<file path="src/logic/qpc_pkg.sv">
// Constants, types and helpers for the quadrature position counter
package qpc_pkg;

    typedef logic [15:0] qpc_word_t;
    typedef logic [2:0]  qpc_mode_t;

    localparam qpc_word_t ZERO_WORD  = 16'h0000;
    localparam qpc_word_t ONE_WORD   = 16'h0001;
    localparam qpc_word_t ALL_ONES   = 16'hFFFF;

    // Control register layout
    localparam int ERR_BIT    = 15;
    localparam int DIR_BIT    = 11;
    localparam int MODE_HI    = 10;
    localparam int MODE_LO    = 8;
    localparam int DIROE_BIT  = 6;
    localparam int IDXRST_BIT = 2;
    localparam qpc_word_t CTRL_WR_MASK = 16'h8744;

    // Filter control register layout
    localparam int COUNT_ERROR_IRQ_DISABLE_BIT = 8;
    localparam qpc_word_t FILT_WR_MASK = 16'h0100;

    // Mode codes
    localparam qpc_mode_t MODE_X2_IDX = 3'h4;
    localparam qpc_mode_t MODE_X4_IDX = 3'h6;

    // Counting modes are 100 to 111
    function automatic logic mode_counts(input qpc_mode_t m);
        return m[2];
    endfunction

    // Quadruple resolution in 110 and 111
    function automatic logic mode_x4(input qpc_mode_t m);
        return m[2] & m[1];
    endfunction

    // Index-reset modes 100 and 110
    function automatic logic mode_index(input qpc_mode_t m);
        return (m == MODE_X2_IDX) || (m == MODE_X4_IDX);
    endfunction

    // Max-match reset modes 101 and 111
    function automatic logic mode_maxmatch(input qpc_mode_t m);
        return m[2] & m[0];
    endfunction

endpackage

</file>
<file path="src/logic/qpc_counter.sv">
// Quadrature position counter top module
`timescale 1ns/1ps

module qpc_counter (
    // Clock and reset
    input  wire logic             clk_sys,
    input  wire logic             reset_n,
    // Encoder inputs
    input  wire logic             phase_a_input,
    input  wire logic             phase_b_input,
    input  wire logic             index_input,
    // Control register write
    input  wire logic             ctrl_wr_en,
    input  wire qpc_pkg::qpc_word_t ctrl_wr_data,
    // Filter control register write
    input  wire logic             filt_wr_en,
    input  wire qpc_pkg::qpc_word_t filt_wr_data,
    // Position and limit writes
    input  wire logic             pos_wr_en,
    input  wire qpc_pkg::qpc_word_t pos_wr_data,
    input  wire logic             max_wr_en,
    input  wire qpc_pkg::qpc_word_t max_wr_data,
    // Interrupt flag clear
    input  wire logic             irq_clear,
    // Register readback
    output qpc_pkg::qpc_word_t    decoder_control_reg,
    output qpc_pkg::qpc_word_t    filter_control_reg,
    output qpc_pkg::qpc_word_t    position_count,
    output qpc_pkg::qpc_word_t    max_count_limit,
    // Interrupt flag
    output logic                  decoder_irq_flag,
    // Direction pin
    output logic                  direction_pin_out,
    output logic                  direction_pin_oe_n
);
    import qpc_pkg::*;

    ////////////////////////////////////////////////////////////////////
    // Declarations
    // Sampled encoder lines, first and second stage
    logic      a_q;
    logic      b_q;
    logic      idx_q;
    logic      a_p;
    logic      b_p;
    logic      idx_p;

    // Register state and next values
    qpc_word_t ctrl_q;
    qpc_word_t ctrl_d;
    qpc_word_t filt_q;
    qpc_word_t pos_q;
    qpc_word_t pos_d;
    qpc_word_t pos_hw;
    qpc_word_t max_q;
    logic      irq_q;
    logic      dout_q;
    logic      doe_n_q;

    // Decode results
    qpc_mode_t mode;
    logic      step;
    logic      up;
    logic      index_evt;
    logic      wrap;
    logic      err;
    logic      irq_set;
    qpc_word_t pos_inc;
    qpc_word_t pos_dec;

    ////////////////////////////////////////////////////////////////////
    // Input sampling, phase A
    always_ff @(posedge clk_sys or negedge reset_n) begin
        if (!reset_n) begin
            a_q <= 1'b0;
            a_p <= 1'b0;
        end else begin
            a_q <= phase_a_input;
            a_p <= a_q;
        end
    end

    ////////////////////////////////////////////////////////////////////
    // Input sampling, phase B
    always_ff @(posedge clk_sys or negedge reset_n) begin
        if (!reset_n) begin
            b_q <= 1'b0;
            b_p <= 1'b0;
        end else begin
            b_q <= phase_b_input;
            b_p <= b_q;
        end
    end

    ////////////////////////////////////////////////////////////////////
    // Input sampling, index
    always_ff @(posedge clk_sys or negedge reset_n) begin
        if (!reset_n) begin
            idx_q <= 1'b0;
            idx_p <= 1'b0;
        end else begin
            idx_q <= index_input;
            idx_p <= idx_q;
        end
    end

    ////////////////////////////////////////////////////////////////////
    // Mode field
    always_comb begin
        mode = ctrl_q[MODE_HI:MODE_LO];
    end

    ////////////////////////////////////////////////////////////////////
    // Count arithmetic, both directions
    always_comb begin
        pos_inc = pos_q + ONE_WORD;
        pos_dec = pos_q - ONE_WORD;
    end

    ////////////////////////////////////////////////////////////////////
    // Direction: forward when A moves to differ from the old B
    always_comb begin
        up = a_q ^ b_p;
    end

    ////////////////////////////////////////////////////////////////////
    // Count pulse; both phases moving at once is an illegal jump and is dropped
    always_comb begin
        if (!mode_counts(mode)) begin
            step = 1'b0;
        end else if (mode_x4(mode)) begin
            step = (a_q ^ a_p) ^ (b_q ^ b_p);
        end else begin
            step = (a_q ^ a_p) & ~(b_q ^ b_p);
        end
    end

    ////////////////////////////////////////////////////////////////////
    // Qualified index: rising edge while both phases low
    always_comb begin
        index_evt = mode_index(mode)
                  & idx_q & ~idx_p
                  & ~a_q & ~b_q;
    end

    ////////////////////////////////////////////////////////////////////
    // Max-match wrap in modes 101 and 111
    always_comb begin
        wrap = 1'b0;
        if (mode_maxmatch(mode) && step) begin
            if (up) begin
                wrap = (pos_q == max_q);
            end else begin
                wrap = (pos_q == ZERO_WORD);
            end
        end
    end

    ////////////////////////////////////////////////////////////////////
    // Error compare on the value being entered, index modes only
    always_comb begin
        err = 1'b0;
        if (mode_index(mode) && step) begin
            if (up) begin
                err = (pos_inc == (max_q + ONE_WORD));
            end else begin
                err = (pos_dec == ALL_ONES);
            end
        end
    end

    ////////////////////////////////////////////////////////////////////
    // Interrupt events: index, unmasked error or a max-match wrap
    always_comb begin
        irq_set = index_evt
                | (err & ~filt_q[COUNT_ERROR_IRQ_DISABLE_BIT])
                | wrap;
    end

    ////////////////////////////////////////////////////////////////////
    // Position next value from the hardware events
    always_comb begin
        if (index_evt && ctrl_q[IDXRST_BIT]) begin
            pos_hw = ZERO_WORD;
        end else if (wrap) begin
            pos_hw = up ? ZERO_WORD : max_q;
        end else if (step) begin
            // Plain 16-bit roll in index modes after an error
            pos_hw = up ? pos_inc : pos_dec;
        end else begin
            pos_hw = pos_q;
        end
    end

    ////////////////////////////////////////////////////////////////////
    // A software load wins over every hardware update
    always_comb begin
        if (pos_wr_en) begin
            pos_d = pos_wr_data;
        end else begin
            pos_d = pos_hw;
        end
    end

    ////////////////////////////////////////////////////////////////////
    // Position register
    always_ff @(posedge clk_sys or negedge reset_n) begin
        if (!reset_n) begin
            pos_q <= ZERO_WORD;
        end else begin
            pos_q <= pos_d;
        end
    end

    ////////////////////////////////////////////////////////////////////
    // Limit register
    always_ff @(posedge clk_sys or negedge reset_n) begin
        if (!reset_n) begin
            max_q <= ZERO_WORD;
        end else if (max_wr_en) begin
            max_q <= max_wr_data;
        end
    end

    ////////////////////////////////////////////////////////////////////
    // Control register next value
    always_comb begin
        ctrl_d = ctrl_q;
        // Software reaches only the writable fields
        if (ctrl_wr_en) begin
            ctrl_d = (ctrl_q & ~CTRL_WR_MASK) | (ctrl_wr_data & CTRL_WR_MASK);
        end
        // Direction follows the latest count pulse, never a write
        if (step) begin
            ctrl_d[DIR_BIT] = up;
        end
        // A hardware error wins over a software clear in the same cycle
        if (err) begin
            ctrl_d[ERR_BIT] = 1'b1;
        end
    end

    always_ff @(posedge clk_sys or negedge reset_n) begin
        if (!reset_n) begin
            ctrl_q <= ZERO_WORD;
        end else begin
            ctrl_q <= ctrl_d;
        end
    end

    ////////////////////////////////////////////////////////////////////
    // Filter control register, only the error interrupt mask is kept
    always_ff @(posedge clk_sys or negedge reset_n) begin
        if (!reset_n) begin
            filt_q <= ZERO_WORD;
        end else if (filt_wr_en) begin
            filt_q <= filt_wr_data & FILT_WR_MASK;
        end
    end

    ////////////////////////////////////////////////////////////////////
    // Interrupt flag, set wins over clear
    always_ff @(posedge clk_sys or negedge reset_n) begin
        if (!reset_n) begin
            irq_q <= 1'b0;
        end else if (irq_set) begin
            irq_q <= 1'b1;
        end else if (irq_clear) begin
            irq_q <= 1'b0;
        end
    end

    ////////////////////////////////////////////////////////////////////
    // Direction pin value, a copy of the next direction bit
    always_ff @(posedge clk_sys or negedge reset_n) begin
        if (!reset_n) begin
            dout_q <= 1'b0;
        end else begin
            dout_q <= ctrl_d[DIR_BIT];
        end
    end

    ////////////////////////////////////////////////////////////////////
    // Direction pin enable, low while the pin is driven
    always_ff @(posedge clk_sys or negedge reset_n) begin
        if (!reset_n) begin
            doe_n_q <= 1'b1;
        end else begin
            doe_n_q <= ~ctrl_d[DIROE_BIT];
        end
    end

    ////////////////////////////////////////////////////////////////////
    // Register readback
    assign decoder_control_reg = ctrl_q;
    assign filter_control_reg  = filt_q;
    assign position_count      = pos_q;
    assign max_count_limit     = max_q;

    ////////////////////////////////////////////////////////////////////
    // Interrupt flag and direction pin
    assign decoder_irq_flag    = irq_q;
    assign direction_pin_out   = dout_q;
    assign direction_pin_oe_n  = doe_n_q;

endmodule

</file>
<file path="config.mk">
export PLATFORM = sky130hd
export DESIGN_NAME = qpc_counter
export DESIGN_NICKNAME = d
export VERILOG_FILES = /design/src/logic/qpc_pkg.sv /design/src/logic/qpc_counter.sv
export SDC_FILE = /design/constraint.sdc
export NUM_CORES = 1
export LEC_CHECK = 0
export BUFFER_PORTS_ARGS = -buffer_cell sky130_fd_sc_hd__buf_2
export CAP_MARGIN = 10
export CORE_MARGIN = 2
export CORE_UTILIZATION = 53
export CTS_BUF_LIST = sky130_fd_sc_hd__clkbuf_4 sky130_fd_sc_hd__clkbuf_8
export CTS_CLUSTER_SIZE = 16
export DETAILED_ROUTE_END_ITERATION = 10
export PLACE_DENSITY = 0.81
export SETUP_SLACK_MARGIN = 0.05
export SYNTH_ARGS = -nofsm -noshare
export SYNTH_HDL_FRONTEND = slang
export SYNTH_SLANG_ARGS = --single-unit
</file>
<file path="constraint.sdc">
create_clock -name clk_sys -period 3.2 [get_ports clk_sys]
set_input_delay 0.16 -clock clk_sys [delete_from_list [all_inputs] [get_ports clk_sys]]
set_output_delay 0.16 -clock clk_sys [all_outputs]
set_load 0.1 [all_outputs]
</file>
==> qor.csv, run 1 <==
stage,metric,value,unit
timing,Final setup violation count,0,
placed_design,Placed Instance Area,4660,µm²
global_route,GRT Total Usage,0.288,
critical_path,ordered list of cells on the worst path,or4_1 > or4b_4 > or2_4 > nor3_4 > a221oi_1 > o21ai_1 > o21a_1,
global_route,via count of the first global-routing pass,3823,
synthesis,sequential share of the synthesized area,0.295,
layout,fraction of layout cells with a size suffix above 1,0.311,
cts,CTS Buf Count,5,
cts,Clock Tree Buf Depth,2,
layout,post-route cell area,4840,µm²
run,max_cap viols,0,
critical_path,family with the most delay on the worst path,simple AND/OR/NAND/NOR gates,
routing,final routed wirelength across all metal layers,12.1,mm
synthesis,post-synthesis sequential element count,48,
timing,Tmin final,2890,ps
die,die outline area,8410,µm²
layout,growth of design area from synthesis to finish,18.8,%
layout,final antenna diode count,0,
run_status,status,completed,
critical_path,required arrival time at the worst endpoint,3450,ps
die,count of boundary I/O pins,141,
cts,clock root cell,clkbuf_8,
timing,number of failing hold endpoints at the final stage,0,
synthesis,post-synthesis instance area,4080,µm²
timing,Setup TNS,0,ps
routing,residual DRC count,0,
timing,f_max,346,MHz
worst_hold_path,type of the most critical hold path,in2reg,
routing,met1 wire length,5.07,mm
critical_path,Worst EP arrival,3140,ps
timing,max-slew violation total from the final report,0,
die,die extent in y,91.7,µm
synthesis,number of flops mapped to enable cells by yosys,0,
cts,clock sink total,48,
die,row count,31,
critical_path,cell with the largest stage delay on the worst path,or4_1,
critical_path,crit path kind,reg2reg,
cts,clock latency of the later-clocked register in the worst-skew pair,310,ps
synthesis,synthesized netlist cell count,465,
global_route,residual overflow from global routing,0,
critical_path,Worst setup EP type,register,
routing,routed length per instance,18.2,µm
critical_path,maximum net fanout on the critical path,12,
critical_path,Bufs and invs on worst path,0,
routing,post-detailed-route count of antenna-violating nets,0,
timing,Fin Clk Skew,9.08,ps
routing,max layer used,met4,
die,starting density of the core,0.556,
timing,Final period util,0.904,
synthesis,count of synthesis-stage warnings from yosys,0,
placed_design,total of buffers placed on input and output ports,91,
power,power per cell area,595,nW/µm²
routing,overall via count from detail_route,4000,
routing,via-per-instance ratio,6.02,
synthesis,most common flop cell mapped by yosys,dfrtp_1,
routing,DR WL met3,781,µm
synthesis,Syn Area/Cell,8.76,µm²
cts,hold-fix buffers at CTS,4,
synthesis,number of unique standard cell types used by synthesis,73,
cts,H-tree depth reported by CTS,2,
cts,clock-pin slew on the worst setup and hold paths,100,ps
power,peak supply drop,0.465,mV
power,static leakage,2.11,nW
timing,slew at the pin closest to its max-slew limit,1130,ps
critical_path,largest stage delay on the critical path,580,ps
die,Die X,91.7,µm
cts,TritonCTS clock tree,yes,
layout,most frequent cells in the layout,"91 x buf_2, 40 x nand2_1, 40 x dfrtp_1",
layout,most common library cell in the layout ignoring fill and taps,buf_2,
global_route,global-route wire length before repair,19.5,mm
die,core area,7330,µm²
routing,Met2 Routed Length,5.89,mm
cts,number of cells upsized or downsized after cts,0,
placed_design,detailed placement HPWL,9.15,mm
timing,setup repair after global routing missed its margin,false,
synthesis,async set or reset register ratio after synthesis,1.00,
timing,Slew HR,0.242,
routing,Detailed Routing Iterations Pass 1,5,
cts,Post CTS Setup Buffer Count,0,
critical_path,nature of the critical path startpoint,register,
routing,number of design-rule violations left by the first detailed-router iteration,325,
layout,final layout net count,644,
global_route,number of antenna violations at the first check in global routing,0,
global_route,pin count of the biggest net entering global routing,49,
placed_design,placer's final routability congestion estimate,1.01,
cells in the mapped netlist, drive strengths merged (11+ instances only):
cell / number / share of area
dfrtp: 47 / 0.29
nand2: 40 / 0.037
buf: 31 / 0.058
clkbuf: 30 / 0.028
o21ai: 29 / 0.038
xnor2: 27 / 0.060
nand3: 22 / 0.028
a21oi: 21 / 0.028
mux2: 18 / 0.051
xor2: 18 / 0.039
nor2: 17 / 0.016
nor4: 17 / 0.028
inv: 13 / 0.012
nor3: 12 / 0.019
or4: 11 / 0.021
where the power goes:
| part | switching, mW | internal (mW) | total [mW] |
|---|---|---|---|
| logic | 1.16 | 0.439 | 1.60 |
| registers | 0.120 | 0.684 | 0.804 |
| clock network | 0.239 | 0.236 | 0.475 |
| total | 1.52 | 1.36 | 2.88 |
cell type report:
class	instances	area, µm²
multi-input cells	366	2560
flip-flops and latches	48	1210
inverters	13	48.8
repair buffers	131	781
clock buffers	5	68.8
well taps	99	124
fillers	630	2490
clock inverters	3	46.3
worst register-to-register path, stage by stage (launching register included):
cell and delay [ps]:
dfrtp_2 510, or4_1 580, or4b_4 530, or2_4 280, nor3_4 410, a221oi_1 190
o21ai_1 210, o21a_1 140
kinds of logic (layout without fill, tap and decap cells):
logic type / count (synthesis) / in the layout / synth area share
buf+inv: 74 / 152 / 0.0976
mux: 22 / 22 / 0.0605
fa+ha+maj: 5 / 5 / 0.0154
flops: 48 / 48 / 0.295
other cells: 1 / 24 / 0.000920
simple gates: 159 / 159 / 0.220
xor+xnor: 50 / 50 / 0.127
compound gates: 106 / 106 / 0.183
per-layer routing:
| metal | up-vias | GRT usage |
|---|---|---|
| met5 | - | 0 |
| met4 | 0 | 0.102 |
| met3 | 29 | 0.0477 |
| met2 | 180 | 0.493 |
| met1 | 1932 | 0.366 |
| li1 | 1859 | - |
final timing paths:
kind | start | to | slack [ps] | cells past startpoint
max in group asynchronous | reset_n | direction_pin_oe_n | 2430 | 3
min in group asynchronous | reset_n | idx_p | 230 | 2
hold reg to reg | idx_q | idx_p | 370 | 0
hold / removal | max_wr_data[7] | max_count_limit[7] | 50 | 3
setup / recovery | position_count[11] | position_count[4] | 310 | 7
setup reg to reg | position_count[11] | position_count[4] | 310 | 7
per-stage QoR:
step,total power [mW],util,worst slack [ps],instances,hold WS (ps)
floorplan,2.08,-,63.4,488,-136
global placement,2.36,0.635,353,651,269
detailed placement,2.39,0.635,355,651,270
CTS,2.86,0.656,331,663,51.1
global route,3.00,0.660,122,665,62.2
finish,2.88,0.660,307,665,51.5
Power figures use the tool's default switching activity.
==> run 2, diff against run 1 <==
==> constraint.sdc (replaced) <==
create_clock -name clk_sys -period 3.2 [get_ports clk_sys]
set_input_delay 0.32 -clock clk_sys [delete_from_list [all_inputs] [get_ports clk_sys]]
set_output_delay 0.32 -clock clk_sys [all_outputs]
set_load 0.1 [all_outputs]
==> qor.csv, run 2 (same netlist as run 1, synthesis figures left out) <==
stage,metric,value,unit,change
layout,post-route cell area,4760,µm²,was 4840 µm²
global_route,pin count of the biggest net entering global routing,49,,unchanged
placed_design,total of buffers placed on input and output ports,91,,unchanged
cts,Post CTS Setup Buffer Count,0,,unchanged
timing,max-slew violation total from the final report,0,,unchanged
die,row count,31,,unchanged
run_status,status,completed,,unchanged
cts,clock root cell,clkbuf_8,,unchanged
die,Die X,91.7,µm,unchanged
global_route,met3 demand-to-capacity share in global routing,0.0345,,was 0.0477
critical_path,FF-to-FF setup slack,300,ps,was 310 ps
routing,final routed wirelength across all metal layers,11.9,mm,was 12.1 mm
timing,f_max,345,MHz,was 346 MHz
critical_path,crit path kind,reg2reg,,unchanged
critical_path,cell with the largest stage delay on the worst path,or4_1,,unchanged
routing,Detailed Routing Iterations Pass 1,5,,unchanged
layout,number of filler instances in the final layout,654,,was 630
routing,residual DRC count,0,,unchanged
timing,Setup TNS,0,ps,unchanged
placed_design,placer's final routability congestion estimate,1.01,,about the same
routing,overall via count from detail_route,3982,,was 4000
critical_path,Worst EP arrival,3090,ps,was 3140 ps
timing,Slew HR,0.238,,was 0.242
layout,most frequent cells in the layout,"91 x buf_2, 40 x nand2_1, 40 x dfrtp_1",,unchanged
critical_path,Worst Reg-to-Reg Cells,8,,was 7
cts,hold-fix buffers at CTS,0,,was 4
global_route,global-route wire length before repair,19.3,mm,was 19.5 mm
power,peak supply drop,0.355,mV,was 0.465 mV
critical_path,ordered list of cells on the worst path,or4_1 > or4b_4 > o21ai_4 > o2111ai_4 > buf_4 > a221oi_1 > o21ai_1 > o21a_1,,was or4_1 > or4b_4 > or2_4 > nor3_4 > a221oi_1 > o21ai_1 > o21a_1
critical_path,nature of the critical path startpoint,register,,unchanged
power,power per cell area,582,nW/µm²,was 595 nW/µm²
cts,H-tree depth reported by CTS,2,,unchanged
critical_path,largest stage delay on the critical path,590,ps,was 580 ps
timing,Fin Clk Skew,13.2,ps,was 9.08 ps
die,core area,7330,µm²,unchanged
timing,slew at the pin closest to its max-slew limit,1140,ps,was 1130 ps
critical_path,required arrival time at the worst endpoint,3390,ps,was 3450 ps
timing,Final period util,0.905,,was 0.904
die,die extent in y,91.7,µm,unchanged
critical_path,Worst setup EP type,register,,unchanged
cts,TritonCTS clock tree,yes,,unchanged
global_route,residual overflow from global routing,0,,unchanged
die,starting density of the core,0.556,,unchanged
die,count of boundary I/O pins,141,,unchanged
run,max_cap viols,0,,unchanged
power,Total Power Consumption,2.77,mW,was 2.88 mW
worst_hold_path,min-delay src,phase_b_input,,was max_wr_data[7]
global_route,GRT Total Usage,0.284,,was 0.288
routing,via-per-instance ratio,6.04,,was 6.02
layout,final antenna diode count,0,,unchanged
global_route,GR Layer Usage met2,0.483,,was 0.493
critical_path,Bufs and invs on worst path,1,,was 0
worst_hold_path,type of the most critical hold path,in2reg,,unchanged
power,static leakage,2.07,nW,was 2.11 nW
die,die outline area,8410,µm²,unchanged
layout,growth of design area from synthesis to finish,16.8,%,was 18.8%
critical_path,family with the most delay on the worst path,simple AND/OR/NAND/NOR gates,,unchanged
critical_path,endpoint of the lowest-slack register-to-register path,position_count[13],,was position_count[4]
timing,Tmin final,2900,ps,was 2890 ps
timing,Final setup violation count,0,,unchanged
routing,routed length per instance,18.1,µm,was 18.2 µm
critical_path,maximum net fanout on the critical path,12,,unchanged
cts,Clock Tree Buf Depth,2,,unchanged
cts,clock-pin slew on the worst setup and hold paths,90,ps,was 100 ps
cts,clock sink total,48,,unchanged
worst_hold_path,Hold Path Stages,1,,was 3
global_route,number of antenna violations at the first check in global routing,0,,unchanged
timing,setup repair after global routing missed its margin,false,,unchanged
placed_design,Placed Instance Area,4640,µm²,was 4660 µm²
critical_path,launching point of the worst reg2reg path,position_count[11],,unchanged
timing,number of failing hold endpoints at the final stage,0,,unchanged
worst_hold_path,Worst Hold Endpoint,b_q,,was max_count_limit[7]
layout,most common library cell in the layout ignoring fill and taps,buf_2,,unchanged
cts,CTS Buf Count,5,,unchanged
global_route,via count of the first global-routing pass,3885,,was 3823
routing,number of design-rule violations left by the first detailed-router iteration,270,,was 325
routing,post-detailed-route count of antenna-violating nets,0,,unchanged
cts,number of cells upsized or downsized after cts,0,,unchanged
global_route,GR met1 Demand/Resource,0.369,,was 0.366
global_route,busiest grt layer,met2,,unchanged
placed_design,detailed placement HPWL,9.11,mm,was 9.15 mm
layout,fraction of layout cells with a size suffix above 1,0.311,,about the same
layout,final layout net count,638,,was 644
cts,clock latency of the later-clocked register in the worst-skew pair,310,ps,about the same
## run 2: cell type report
class                   instances  area (µm²)  area share
clock buffers                   5        68.8      0.0145
clock inverters                 3        18.8     0.00394
inverters                      13        48.8      0.0103
multi-input cells             366        2560       0.538
flip-flops and latches         48        1210       0.255
well taps                      99         124      0.0260
repair buffers                125         726       0.153
## run 2: worst reg2reg max path, cell delays in order, from the launching register on
cell       delay (ps)
dfrtp_2           510
or4_1             590
or4b_4            530
o21ai_4           210
o2111ai_4         230
buf_4             240
a221oi_1          270
o21ai_1           100
o21a_1            120
## run 2: layer usage
metal | part of all wire | routed length [µm]
met5 | 0 | 0
met4 | 0.030 | 362
met3 | 0.065 | 779
met2 | 0.49 | 5850
met1 | 0.41 | 4920
## run 2: how the worst max path moves through the flow
stage	from	endpoint	slack, ps	cells past startpoint
global route	position_count[11]	position_count[13]	160	8
finish	position_count[11]	position_count[13]	300	8
detailed placement	position_count[11]	position_count[13]	320	8
CTS	position_count[11]	position_count[13]	300	8
global placement	position_count[11]	position_count[11]	360	8
floorplan	max_count_limit[11]	position_count[3]	60	8
## run 2: where the power goes
group / total [mW] / switching [mW] / leakage, nW / internal [mW]
Clock: 0.372 / 0.219 / 0.0479 / 0.153
Combinational: 1.60 / 1.16 / 1.47 / 0.433
Sequential: 0.803 / 0.119 / 0.559 / 0.684
## run 2: metrics by stage
stage | worst slack [ps] | utilization | instances | hold WS (ps)
after floorplan | 63.4 | - | 488 | 24.4
after global placement | 363 | 0.633 | 649 | 353
after detailed placement | 323 | 0.633 | 649 | 387
after CTS | 305 | 0.645 | 657 | 113
after global routing | 163 | 0.649 | 659 | 111
final | 304 | 0.649 | 659 | 118
